--- src/verilog/scpc_pkg.sv ---
// package: constants, types and helpers of the system clock and power control
package scpc_pkg;

  // ****************************************************************
  // register map
  // ****************************************************************
  localparam int ADDR_W = 4;
  localparam int DATA_W = 8;
  localparam logic [3:0] ADDR_STBY_CTRL = 4'h0;
  localparam logic [3:0] ADDR_CLK_MODE = 4'h1;
  localparam logic [3:0] ADDR_MOD_HALT = 4'h2;
  localparam logic [3:0] ADDR_STATUS = 4'h3;

  // standby_control fields
  localparam int STBY_SEL_BIT = 7;
  localparam int WAKE_SEL_HI = 6;
  localparam int WAKE_SEL_LO = 4;
  localparam logic [7:0] STBY_CTRL_RST = 8'h00;
  localparam logic [7:0] STBY_CTRL_MASK = 8'hF0;

  // clock_mode_control fields
  localparam int SUBSLEEP_SEL_BIT = 7;
  localparam int ACT_DIV_HI = 4;
  localparam int ACT_DIV_LO = 2;
  localparam logic [7:0] CLK_MODE_RST = 8'h00;
  localparam logic [7:0] CLK_MODE_MASK = 8'h9C;

  // module_halt_control fields
  localparam int MOD_HALT_LO = 1;
  localparam logic [7:0] MOD_HALT_RST = 8'h00;

  // ****************************************************************
  // timing
  // ****************************************************************
  localparam int PRESC_W = 13;
  localparam int TAP_SEL_W = 4;
  localparam int WAIT_W = 18;
  localparam logic [WAIT_W-1:0] WAIT_STATES_5 = 18'h00400;
  localparam logic [WAIT_W-1:0] WAIT_STATES_6 = 18'h00080;
  localparam logic [WAIT_W-1:0] WAIT_STATES_7 = 18'h00010;
  localparam int ACT_DIV_CNT_W = 6;

  // ****************************************************************
  // types
  // ****************************************************************
  typedef enum logic [2:0] {
    SCPC_ACTIVE = 3'b000,
    SCPC_STANDBY = 3'b001,
    SCPC_WAKE = 3'b011,
    SCPC_SLEEP = 3'b100,
    SCPC_SUBSLEEP = 3'b101
  } scpc_mode_e;

  typedef struct packed {
    logic [ADDR_W-1:0] addr;
    logic [DATA_W-1:0] wdata;
    logic wr;
    logic rd;
  } scpc_bus_req_s;

  // true on the state in which a 2**sel tap of the prescaler completes
  function automatic logic scpc_tap_hit(input logic [PRESC_W-1:0] cnt,
                                        input logic [TAP_SEL_W-1:0] sel);
    logic [PRESC_W:0] mask;
    mask = (14'h0001 << sel) - 14'h0001;
    return (sel != 4'h0) && (sel <= 4'hD) &&
           ((cnt & mask[PRESC_W-1:0]) == mask[PRESC_W-1:0]);
  endfunction : scpc_tap_hit

endpackage : scpc_pkg

--- src/verilog/scpc_clk_div.sv ---
// module: active-mode system clock enable from the oscillator clock
`timescale 1ns/1ns
`default_nettype none
module scpc_clk_div
  import scpc_pkg::*;
(
  input wire logic mclk_in,
  input wire logic srst_in,
  input wire logic [2:0] div_code_in,
  output logic sys_en_out
);

  logic [ACT_DIV_CNT_W-1:0] cnt;
  logic [ACT_DIV_CNT_W-1:0] mask;

  // 0XX passes every oscillator edge, 1XX divides by 8 to 64
  always_comb
  begin
    unique case (div_code_in)
      3'h4: mask = 6'h07;
      3'h5: mask = 6'h0F;
      3'h6: mask = 6'h1F;
      3'h7: mask = 6'h3F;
      default: mask = 6'h00;
    endcase
  end

  always_ff @(posedge mclk_in)
  begin
    if (srst_in)
      cnt <= 6'h00;
    else
      cnt <= cnt + 6'h01;
  end

  assign sys_en_out = ((cnt & mask) == mask); // RQ7

endmodule : scpc_clk_div
`default_nettype wire

--- src/verilog/scpc_prescaler.sv ---
// module: 13-bit free-running peripheral prescaler
`timescale 1ns/1ns
`default_nettype none
module scpc_prescaler
  import scpc_pkg::*;
(
  input wire logic mclk_in,
  input wire logic srst_in,
  input wire logic clr_in,
  input wire logic adv_in,
  output logic [PRESC_W-1:0] count_out
);

  always_ff @(posedge mclk_in)
  begin
    if (srst_in || clr_in)
      count_out <= 13'h0000; // RQ2 RQ3
    else if (adv_in)
      count_out <= count_out + 13'h0001; // RQ1
  end

endmodule : scpc_prescaler
`default_nettype wire

--- src/verilog/scpc_top.sv ---
// module: system clock and power-down mode control, top level
`timescale 1ns/1ns
`default_nettype none

// Summary of operation
// [RQ1] peripheral prescaler is 13 bits, advancing once per system clock state
// [RQ2] reset clears the prescaler; it counts right after reset release
// [RQ3] standby and subsleep stop and clear the prescaler
// [RQ4] software can neither read nor write the prescaler
// [RQ5] taps /2 to /8192 shared; each peripheral picks its own ratio
// [RQ6] in active and sleep the prescaler runs on the divided system clock
// [RQ7] system clock is oscillator, or oscillator /8, /16, /32 or /64
// [RQ8] sleep stops the processor clock; peripherals keep running
// [RQ9] standby stops processor and all peripherals
// [RQ10] subsleep stops everything and holds the I/O port outputs
// [RQ11] each peripheral can be halted on its own by a module halt bit
// [RQ12] sleep instruction enters sleep if standby select is 0, else standby, or subsleep if subsleep select is 1
// [RQ13] wake from standby waits 8192..131072, 1024, 128 or 16 states by code
// [RQ14] software picks a wake wait code lasting at least 6.5 ms
// [RQ15] standby control bits 3 to 0 read as zero
// [RQ16] division code 0XX or 100..111; applies at next sleep instruction
// [RQ17] a counter started by the waking interrupt times the wake wait
module scpc_top
  import scpc_pkg::*;
#(
  parameter int NUM_PERIPH = 5,
  parameter int WAIT_STATES_0 = 8192,
  parameter int WAIT_STATES_1 = 16384,
  parameter int WAIT_STATES_2 = 32768,
  parameter int WAIT_STATES_3 = 65536,
  parameter int WAIT_STATES_4 = 131072
)
(
  input wire logic mclk_in,
  input wire logic srst_in,
  input wire scpc_bus_req_s bus_req_in,
  output logic [DATA_W-1:0] bus_rdata_out,
  input wire logic sleep_exec_in,
  input wire logic wake_irq_in,
  input wire logic [NUM_PERIPH*TAP_SEL_W-1:0] periph_div_sel_in,
  output logic cpu_clk_en_out,
  output logic sys_clk_en_out,
  output logic [NUM_PERIPH-1:0] periph_clk_en_out,
  output logic io_hold_out,
  output scpc_mode_e mode_out
);

  // ****************************************************************
  // parameter checks
  // ****************************************************************
  if (NUM_PERIPH < 1 || NUM_PERIPH > 7)
  begin : g_bad_periph
    $error("scpc_top: NUM_PERIPH must be 1 to 7");
  end
  if (WAIT_STATES_0 < 2 || WAIT_STATES_0 >= (1 << WAIT_W) ||
      WAIT_STATES_1 < 2 || WAIT_STATES_1 >= (1 << WAIT_W) ||
      WAIT_STATES_2 < 2 || WAIT_STATES_2 >= (1 << WAIT_W) ||
      WAIT_STATES_3 < 2 || WAIT_STATES_3 >= (1 << WAIT_W) ||
      WAIT_STATES_4 < 2 || WAIT_STATES_4 >= (1 << WAIT_W))
  begin : g_bad_wait
    $error("scpc_top: wait counts must be 2 to 2**18-1");
  end

  // ****************************************************************
  // registers
  // ****************************************************************
  logic [7:0] stby_ctrl;
  logic [7:0] clk_mode;
  logic [NUM_PERIPH-1:0] mod_halt;
  logic [2:0] act_div_applied;
  scpc_mode_e mode;
  scpc_mode_e next_mode;
  logic [WAIT_W-1:0] wait_cnt;
  logic sys_en;
  logic [PRESC_W-1:0] presc;
  logic presc_run;
  logic presc_clr;

  wire logic stby_sel = stby_ctrl[STBY_SEL_BIT];
  wire logic subsleep_sel = clk_mode[SUBSLEEP_SEL_BIT];
  wire logic [2:0] wake_code = stby_ctrl[WAKE_SEL_HI:WAKE_SEL_LO];
  wire logic [2:0] div_field = clk_mode[ACT_DIV_HI:ACT_DIV_LO];

  function automatic logic [WAIT_W-1:0] wait_states(input logic [2:0] c);
    unique case (c)
      3'h0: return WAIT_W'(WAIT_STATES_0);
      3'h1: return WAIT_W'(WAIT_STATES_1);
      3'h2: return WAIT_W'(WAIT_STATES_2);
      3'h3: return WAIT_W'(WAIT_STATES_3);
      3'h4: return WAIT_W'(WAIT_STATES_4);
      3'h5: return WAIT_STATES_5;
      3'h6: return WAIT_STATES_6;
      default: return WAIT_STATES_7;
    endcase
  endfunction : wait_states

  // ****************************************************************
  // register writes
  // ****************************************************************
  // the prescaler has no address, so no access can touch it
  always_ff @(posedge mclk_in)
  begin
    if (srst_in)
      stby_ctrl <= STBY_CTRL_RST;
    else if (bus_req_in.wr && bus_req_in.addr == ADDR_STBY_CTRL)
      stby_ctrl <= bus_req_in.wdata & STBY_CTRL_MASK; // RQ15 RQ4
  end

  always_ff @(posedge mclk_in)
  begin
    if (srst_in)
      clk_mode <= CLK_MODE_RST;
    else if (bus_req_in.wr && bus_req_in.addr == ADDR_CLK_MODE)
      clk_mode <= bus_req_in.wdata & CLK_MODE_MASK;
  end

  always_ff @(posedge mclk_in)
  begin
    if (srst_in)
      mod_halt <= MOD_HALT_RST[MOD_HALT_LO +: NUM_PERIPH];
    else if (bus_req_in.wr && bus_req_in.addr == ADDR_MOD_HALT)
      mod_halt <= bus_req_in.wdata[MOD_HALT_LO +: NUM_PERIPH];
  end

  // written code waits for the sleep instruction so the clock never
  // changes rate under running software
  always_ff @(posedge mclk_in)
  begin
    if (srst_in)
      act_div_applied <= 3'h0;
    else if (sleep_exec_in && mode == SCPC_ACTIVE)
      act_div_applied <= div_field; // RQ16
  end

  // ****************************************************************
  // register reads
  // ****************************************************************
  always_ff @(posedge mclk_in)
  begin
    if (srst_in || !bus_req_in.rd)
      bus_rdata_out <= 8'h00;
    else
    begin
      unique case (bus_req_in.addr)
        ADDR_STBY_CTRL: bus_rdata_out <= stby_ctrl & STBY_CTRL_MASK; // RQ15
        ADDR_CLK_MODE: bus_rdata_out <= clk_mode & CLK_MODE_MASK;
        ADDR_MOD_HALT:
          bus_rdata_out <= 8'(mod_halt) << MOD_HALT_LO;
        ADDR_STATUS: bus_rdata_out <= {5'h00, mode};
        default: bus_rdata_out <= 8'h00;
      endcase
    end
  end

  // ****************************************************************
  // system clock divider and prescaler
  // ****************************************************************
  scpc_clk_div u_clk_div (
    .mclk_in(mclk_in),
    .srst_in(srst_in),
    .div_code_in(act_div_applied),
    .sys_en_out(sys_en)
  );

  assign presc_run = (mode == SCPC_ACTIVE || mode == SCPC_SLEEP);
  assign presc_clr = !presc_run; // RQ3

  scpc_prescaler u_prescaler (
    .mclk_in(mclk_in),
    .srst_in(srst_in),
    .clr_in(presc_clr),
    .adv_in(sys_en && presc_run), // RQ6 RQ1
    .count_out(presc)
  );

  // ****************************************************************
  // power mode sequencing
  // ****************************************************************
  always_comb
  begin
    next_mode = mode;
    unique case (mode)
      SCPC_ACTIVE:
        if (sleep_exec_in)
          next_mode = !stby_sel ? SCPC_SLEEP : // RQ12
                      (subsleep_sel ? SCPC_SUBSLEEP : SCPC_STANDBY);
      SCPC_SLEEP:
        if (wake_irq_in)
          next_mode = SCPC_ACTIVE;
      SCPC_STANDBY, SCPC_SUBSLEEP:
        if (wake_irq_in)
          next_mode = SCPC_WAKE; // RQ17
      SCPC_WAKE:
        if (sys_en && wait_cnt == 18'h00001)
          next_mode = SCPC_ACTIVE; // RQ13
      default: next_mode = SCPC_ACTIVE;
    endcase
  end

  always_ff @(posedge mclk_in)
  begin
    if (srst_in)
      mode <= SCPC_ACTIVE;
    else
      mode <= next_mode;
  end

  // the wait counts system clock states, so it scales with the divider
  always_ff @(posedge mclk_in)
  begin
    if (srst_in)
      wait_cnt <= 18'h00000;
    else if (mode != SCPC_WAKE && next_mode == SCPC_WAKE)
      wait_cnt <= wait_states(wake_code); // RQ13 RQ17
    else if (mode == SCPC_WAKE && sys_en && wait_cnt != 18'h00000)
      wait_cnt <= wait_cnt - 18'h00001; // RQ17
  end

  // ****************************************************************
  // clock enables and port hold
  // ****************************************************************
  always_ff @(posedge mclk_in)
  begin
    if (srst_in)
      cpu_clk_en_out <= 1'b0;
    else
      cpu_clk_en_out <= sys_en && mode == SCPC_ACTIVE; // RQ8 RQ9
  end

  always_ff @(posedge mclk_in)
  begin
    if (srst_in)
      sys_clk_en_out <= 1'b0;
    else
      sys_clk_en_out <= sys_en && presc_run; // RQ8 RQ9 RQ10
  end

  // each peripheral is registered one oscillator clock after its tap completes
  always_ff @(posedge mclk_in)
  begin
    if (srst_in)
      periph_clk_en_out <= '0;
    else
      for (int i = 0; i < NUM_PERIPH; i++)
        periph_clk_en_out[i] <= sys_en && presc_run && !mod_halt[i] && // RQ11
          scpc_tap_hit(presc,
                       periph_div_sel_in[i*TAP_SEL_W +: TAP_SEL_W]); // RQ5
  end

  always_ff @(posedge mclk_in)
  begin
    if (srst_in)
      io_hold_out <= 1'b0;
    else
      io_hold_out <= (mode == SCPC_SUBSLEEP); // RQ10
  end

  always_ff @(posedge mclk_in)
  begin
    if (srst_in)
      mode_out <= SCPC_ACTIVE;
    else
      mode_out <= mode;
  end
endmodule : scpc_top
`default_nettype wire

--- config.mk ---
export PLATFORM = sky130hd
export DESIGN_NAME = scpc_top
export DESIGN_NICKNAME = d
export VERILOG_FILES = /design/src/verilog/scpc_pkg.sv /design/src/verilog/scpc_clk_div.sv /design/src/verilog/scpc_prescaler.sv /design/src/verilog/scpc_top.sv
export SDC_FILE = /design/constraint.sdc
export NUM_CORES = 1
export LEC_CHECK = 0
export ABC_AREA = 0
export BUFFER_PORTS_ARGS = -buffer_cell sky130_fd_sc_hd__buf_4
export CAP_MARGIN = 10
export CORE_ASPECT_RATIO = 0.5
export CORE_MARGIN = 2
export CORE_UTILIZATION = 47
export DETAILED_ROUTE_END_ITERATION = 7
export MAX_ROUTING_LAYER = met4
export PLACE_DENSITY_LB_ADDON = 0.05
export SYNTH_ARGS = -nofsm -noshare
export SYNTH_HDL_FRONTEND = slang
export SYNTH_HIERARCHICAL = 1
export SYNTH_SLANG_ARGS = --single-unit
--- constraint.sdc ---
create_clock -name mclk_in -period 4 [get_ports mclk_in]
set_input_delay 0.4 -clock mclk_in [delete_from_list [all_inputs] [get_ports mclk_in]]
set_output_delay 0.4 -clock mclk_in [all_outputs]
set_load 0.01 [all_outputs]
Word level (Yosys, flattened, before mapping)
Cells that the tools add are included.

Register bits after elaboration: 75. Latch bits: 0. Bits in writable memories: 0. ROM bits: 0. Bits of input ports: 38. Logic and storage cells: 127. Memories kept: 0.

$add $sub $neg: 8. Multiply operators: 0. Divide/modulo/power cells: 0. Order comparisons: 5. Equal/unequal tests: 26. Shift operators: 5. Multiplexer cells: 12. Bitwise gates (word level): 6. Reduce and logical (&&, ||, !) cells: 51.

Operator list (number): 18-bit one-hot mux with 7 select lines (1); 13-bit AND (5); 13-bit == test (5); 1-bit by 4-bit left shift with 13-bit output (first input constant) (5); 13-bit by 1-bit subtractor with 13-bit output (second input constant) (5); 18-bit two-way mux (2); 8-bit one-hot mux with 4 select lines (1); 1-bit logical AND (30); 3-bit == test (second input constant) (9); 6-bit one-hot mux with 4 select lines (1); 4-bit less-or-equal comparator (second input constant) (5); 4-bit nonzero test (5); 18-bit by 1-bit == test with 1-bit output (second input constant) (1); 3-bit two-way mux (6); 18-bit nonzero test (1); 18-bit by 1-bit subtractor with 18-bit output (second input constant) (1); 13-bit by 1-bit adder with 13-bit output (second input constant) (1); 3-bit by 2-bit == test with 1-bit output (second input constant) (4); 3-bit one-hot mux with 4 select lines (1); 4-bit by 2-bit == test with 1-bit output (second input constant) (2); 1-bit logical NOT (7); 6-bit by 1-bit adder with 6-bit output (second input constant) (1); 6-bit AND (1); 3-bit by 1-bit == test with 1-bit output (second input constant) (2); 8 further kinds (11).

Longest topological paths before layout
Word-level depth: 10. Depth in mapped cells: 10. Gate-level depth less buffers: 8.

Hierarchy
The synthesis kept the hierarchy.

By module, submodules not included: scpc_top (instances 1, cells each 516, area an instance 3998.8 um^2, sequential area each 1121.1 um^2); scpc_prescaler (instances 1, cells each 68, area an instance 625.6 um^2, sequential area each 260.2 um^2); scpc_clk_div (instances 1, cells each 25, area an instance 242.7 um^2, sequential area each 120.1 um^2).

Worst setup path after synthesis
Ideal clock, no wire load.

Kind: input -> register. Start point: input port periph_div_sel_in[10]. End point: register periph_clk_en_out[2]. Setup time: 0.103 ns. Arrival: 2.342 ns. Slack: 1.555 ns. Cell stages on the path: 10. Path buffers: 2. Path through: clkbuf_1 > nor3_1 > nand2b_1 > ha_1 > clkbuf_1 > inv_1 > o21ai_0 > a2111oi_2 > o211ai_1 > a2111oi_2.

Word-level cells in the longest chain between the ends: 6.

Ends and longest elaborated chain: start: declaration (RTL line scpc_top.sv:40) `input wire logic [NUM_PERIPH*TAP_SEL_W-1:0] periph_div_sel_in,`; 1-bit by 4-bit left shift with 13-bit output (RTL line scpc_pkg.sv:65) `mask = (14'h0001 << sel) - 14'h0001;`; 13-bit by 1-bit subtractor with 13-bit output (RTL line scpc_pkg.sv:65); 13-bit AND (RTL line scpc_pkg.sv:67) `((cnt & mask[PRESC_W-1:0]) == mask[PRESC_W-1:0]);`; 13-bit == test (RTL line scpc_pkg.sv:67); 1-bit logical AND (*) (RTL line scpc_pkg.sv:66) `return (sel != 4'h0) && (sel <= 4'hD) &&`; 1-bit logical AND (*) (RTL line scpc_top.sv:245) `periph_clk_en_out[i] <= sys_en && presc_run && !mod_halt[i] &&`; end signal: indexed assignment (RTL line scpc_top.sv:245); end: declaration (RTL line scpc_top.sv:43) `output logic [NUM_PERIPH-1:0] periph_clk_en_out,`.

Every way passes the cells marked *; elsewhere a longest branch is shown, timed or not. A chain may end at the register's enable or synchronous reset.

Worst setup path after layout
Start point: register u_clk_div.cnt[2]. End point: register u_prescaler.count_out[9].

Word-level cells in the longest chain between the ends: 3.

Ends and longest elaborated chain: start: declaration (RTL line scpc_clk_div.sv:13) `logic [ACT_DIV_CNT_W-1:0] cnt;`; start signal: assignment (RTL line scpc_clk_div.sv:33) `cnt <= cnt + 6'h01;`; 6-bit AND (RTL line scpc_clk_div.sv:36) `assign sys_en_out = ((cnt & mask) == mask);`; 6-bit == test (RTL line scpc_clk_div.sv:36); named net sys_en (RTL line scpc_top.sv:74) `logic sys_en;`; 1-bit logical AND (RTL line scpc_top.sv:172) `.adv_in(sys_en && presc_run),`; end signal: assignment (RTL line scpc_prescaler.sv:19) `count_out <= count_out + 13'h0001;`; end: declaration (RTL line scpc_prescaler.sv:11) `output logic [PRESC_W-1:0] count_out`.

The timed path passes the listed nets, and every way through them passes these cells.

==> flow_results.xml <==
<?xml version="1.0" encoding="UTF-8"?>
<metrics>
  <group name="sta">
    <metric name="timing_max_transition_violations_final" unit="">0</metric>
    <metric name="grt_setup_unrepaired" unit="">false</metric>
    <metric name="fin_setup_tns" unit="ps">0</metric>
    <metric name="fmaxAchievable" unit="MHz">366</metric>
    <metric name="finalCritPeriodShare" unit="">0.683</metric>
    <metric name="finalWorstSetupSlack" unit="ps">1270</metric>
    <metric name="setup_viol_count_final" unit="">0</metric>
    <metric name="hold_viol_final" unit="">0</metric>
    <metric name="clock_skew" unit="ps">5.07</metric>
    <metric name="slew-limit-headroom" unit="">0.582</metric>
    <metric name="hold_ws" unit="ps">301</metric>
    <metric name="worst-slew-pin-transition" unit="ps">625</metric>
    <metric name="fin_crit" unit="ps">2730</metric>
  </group>
  <group name="worst_setup_path">
    <metric name="slowest_cell_on_crit_path" unit="">or4_1</metric>
    <metric name="cell_chain_of_the_critical_path" unit="">nand3_2 &gt; a21o_2 &gt; o21ai_0 &gt; inv_1 &gt; nor2_1 &gt; nand3_4 &gt; or4_1 &gt; a21oi_1</metric>
    <metric name="reg2reg_slack" unit="ps">1270</metric>
    <metric name="worst_path_largest_cell_delay" unit="ps">550</metric>
    <metric name="critPathArrivalTime" unit="ps">3010</metric>
    <metric name="worstPathMaxFanout" unit="">7</metric>
    <metric name="critical_path.endpoint_type" unit="">flop</metric>
    <metric name="worst_ep_required_time" unit="ps">4270</metric>
    <metric name="crit-reg2reg-launch" unit="">u_clk_div/cnt[2]</metric>
    <metric name="cell_count_along_the_critical_path" unit="">8</metric>
    <metric name="worstSetupStartpointType" unit="">flop</metric>
    <metric name="reg2reg_depth" unit="">8</metric>
    <metric name="worst-path-buf-inv" unit="">1</metric>
    <metric name="worstSetupPathType" unit="">flop to flop</metric>
    <metric name="cpLargestDelayFamily" unit="">simple AND/OR/NAND/NOR gates</metric>
    <metric name="rr_endpoint" unit="">u_prescaler/count_out[9]</metric>
  </group>
  <group name="yosys">
    <metric name="synth.area.top_cells" unit="">dfxtp_1 31%, nor2_1 5.9%, mux2i_1 5.3%</metric>
    <metric name="synthArstFlopShare" unit="">0</metric>
    <metric name="synthesis.yosys.warnings" unit="">6</metric>
    <metric name="synth_flop_cell" unit="">dfxtp_1</metric>
    <metric name="syn_inst" unit="">609</metric>
    <metric name="synth_edf_count" unit="">0</metric>
    <metric name="synth_cell_types" unit="">72</metric>
    <metric name="yosys_register_bits" unit="">75</metric>
    <metric name="syn_area" unit="sq mm">0.00487</metric>
    <metric name="average_cell_area_after_synthesis" unit="sq um">7.99</metric>
    <metric name="seq_area_frac_synth" unit="">0.308</metric>
    <metric name="synth_top_area_cell" unit="">dfxtp_1</metric>
    <metric name="netlist.area_leader.share" unit="">0.308</metric>
    <metric name="synth_fp_nets" unit="">657</metric>
  </group>
  <group name="clocking">
    <metric name="postCtsResizedCells" unit="">0</metric>
    <metric name="cts_inserted_buffers" unit="">9</metric>
    <metric name="cts-htree-levels" unit="">3</metric>
    <metric name="cts.repair_timing.setup_buffer_count" unit="">0</metric>
    <metric name="cts_num_sinks" unit="">75</metric>
    <metric name="cts.path.max_buffers" unit="">2</metric>
    <metric name="tritoncts_clock_tree" unit="">built</metric>
    <metric name="clock_root_cell" unit="">clkbuf_16</metric>
    <metric name="postCtsHoldBufs" unit="">0</metric>
    <metric name="later_pin_clock_latency_in_the_skew_report" unit="ps">340</metric>
    <metric name="worst_setup_hold_path_clk_slew" unit="ps">60</metric>
  </group>
  <group name="flow_run">
    <metric name="drv_cap" unit="">0</metric>
  </group>
  <group name="final_layout">
    <metric name="final_cell_mix" unit="">76 x nor2_1, 75 x dfxtp_1, 55 x buf_4, 40 x a21oi_1, 27 x nand2_1</metric>
    <metric name="design_area" unit="sq mm">0.00560</metric>
    <metric name="areaGrowthSynthToFinish" unit="%">15.1</metric>
    <metric name="drive_gt1_frac" unit="">0.158</metric>
    <metric name="number_of_nets_in_the_layout" unit="">677</metric>
    <metric name="mostFrequentLayoutCell" unit="">nor2_1</metric>
    <metric name="antenna_cells_inserted" unit="">0</metric>
  </group>
  <group name="power_and_ir_drop">
    <metric name="total_switching_power" unit="mW">0.457</metric>
    <metric name="share_comb_of_total_power" unit="">0.116</metric>
    <metric name="power_density" unit="mW/mm^2">344</metric>
    <metric name="clock_power_share" unit="">0.481</metric>
    <metric name="power.share.switching" unit="">0.237</metric>
    <metric name="peak_ir_drop_on_the_vdd_network" unit="mV">0.224</metric>
    <metric name="power.static_leakage" unit="nW">2.13</metric>
    <metric name="finalPower" unit="mW">1.93</metric>
    <metric name="intPower" unit="mW">1.47</metric>
    <metric name="power.share.sequential" unit="">0.403</metric>
  </group>
  <group name="die">
    <metric name="floorplan.die.width" unit="microns">148</metric>
    <metric name="die-height" unit="microns">76.0</metric>
    <metric name="row_count" unit="">26</metric>
    <metric name="core_region_area" unit="sq mm">0.0101</metric>
    <metric name="die_area" unit="sq mm">0.0112</metric>
    <metric name="pin_count" unit="">57</metric>
    <metric name="initial_core_util" unit="">0.480</metric>
  </group>
  <group name="place">
    <metric name="placedInstanceArea" unit="sq mm">0.00526</metric>
    <metric name="dp.final_hpwl" unit="microns">8170</metric>
    <metric name="gp_congestion" unit="">0.825</metric>
    <metric name="dpl_worst_slack" unit="ps">1300</metric>
    <metric name="port-buffer-count" unit="">55</metric>
  </group>
  <group name="worst_hold_path">
    <metric name="min_path_type" unit="">input port to flop</metric>
    <metric name="hold_end" unit="">mod_halt[0]</metric>
    <metric name="hold_depth" unit="">3</metric>
    <metric name="worst_hold_startpoint" unit="">bus_req_in[3]</metric>
  </group>
  <group name="grt">
    <metric name="first_global_vias" unit="">3962</metric>
    <metric name="gr-usage-all-layers" unit="">0.220</metric>
    <metric name="number_of_antenna_violations_at_the_first_check_in_global_routing" unit="">0</metric>
    <metric name="grt_remaining_overflow" unit="">0</metric>
    <metric name="global_route_wire_length_before_repair" unit="microns">19600</metric>
    <metric name="largest_net_degree_at_the_start_of_global_routing" unit="">48</metric>
  </group>
  <group name="detailed_routing">
    <metric name="routed-via-count" unit="">4429</metric>
    <metric name="final_antenna_net_count" unit="">0</metric>
    <metric name="drt-initial-drc-count" unit="">341</metric>
    <metric name="detail_route.wirelength" unit="microns">11600</metric>
    <metric name="dr.pass1.iters" unit="">4</metric>
    <metric name="drt-vias-per-instance" unit="">5.72</metric>
    <metric name="route.detailed.wl_per_inst" unit="microns">15.0</metric>
    <metric name="drcViolationCount" unit="">0</metric>
  </group>
  <group name="run_status">
    <metric name="run_status" unit="">finished, final reports clean</metric>
  </group>
</metrics>
power by group through the flow:
stage	clock network (mW)	logic, mW	registers (mW)
2_1_floorplan	0	0.164	0.786
3_3_place_gp	0	0.221	0.793
3_5_place_dp	0	0.222	0.793
4_1_cts	0.945	0.223	0.776
5_1_grt	0.978	0.252	0.778
6_report	0.926	0.223	0.776
worst min-delay path, stage by stage:
cell,delay (ps)
buf_4,80
mux2i_1,50
nor2_1,70
kinds of logic after synthesis:
logic type      Yosys count  share of synthesized area
simple gates            239                      0.277
mux                      29                     0.0604
buf+inv                  69                     0.0576
compound gates          168                      0.237
flops                    75                      0.308
xor+xnor                 18                     0.0324
fa+ha+maj                11                     0.0278
how the worst max path moves through the flow:
stage                     startpoint                  endpoint  slack, ps
2_1_floorplan  periph_div_sel_in[10]      periph_clk_en_out[2]       1550
3_3_place_gp        u_clk_div/cnt[2]      periph_clk_en_out[4]       1330
3_5_place_dp        u_clk_div/cnt[2]  u_prescaler/count_out[7]       1300
4_1_cts             u_clk_div/cnt[2]  u_prescaler/count_out[7]       1280
5_1_grt             u_clk_div/cnt[2]  u_prescaler/count_out[9]       1030
6_report            u_clk_div/cnt[2]  u_prescaler/count_out[9]       1270
through the flow:
step | cells | utilization
floorplan | 609 | -
global placement | 758 | 0.518
detailed placement | 758 | 0.518
CTS | 774 | 0.552
global route | 774 | 0.552
finish | 774 | 0.552
final cells by class:
cell class | instances | area [sq um]
clock buffers | 10 | 229
clock inverters | 6 | 114
fillers | 947 | 4550
inverters | 23 | 86.3
multi-input cells | 465 | 3090
flip-flops and latches | 75 | 1500
well taps | 140 | 175
repair buffers | 55 | 413
cell usage after synthesis (9+ instances only):
cell      number
o21ai_0       25
a31oi_1       12
or4_1          9
nor4_1        13
nor3_1        18
nor2_1        76
nand2b_1      11
nor2b_1       12
ha_1          10
inv_1         23
nand3_1       17
dfxtp_1       75
mux2i_1       26
clkbuf_1      35
a21oi_1       40
nand2_1       27
xnor2_1       10
o21a_1         9
layer usage:
layer  share of wire  GRT usage
met1            0.48      0.290
met2            0.46      0.342
met4           0.011     0.0438
met5               0          -
met3           0.045     0.0596
sequential cells by signal (all words and copies together) (netlist names):
register,flops
act_div_applied,3
bus_rdata_out,8
mod_halt,5
sys_clk_en_out,1
stby_ctrl,4
u_prescaler/count_out,13
wait_cnt,18
mode_out,3
periph_clk_en_out,5
io_hold_out,1
u_clk_div/cnt,6
clk_mode,4
mode,3
cpu_clk_en_out,1
(Power assumes the default switching activity.)
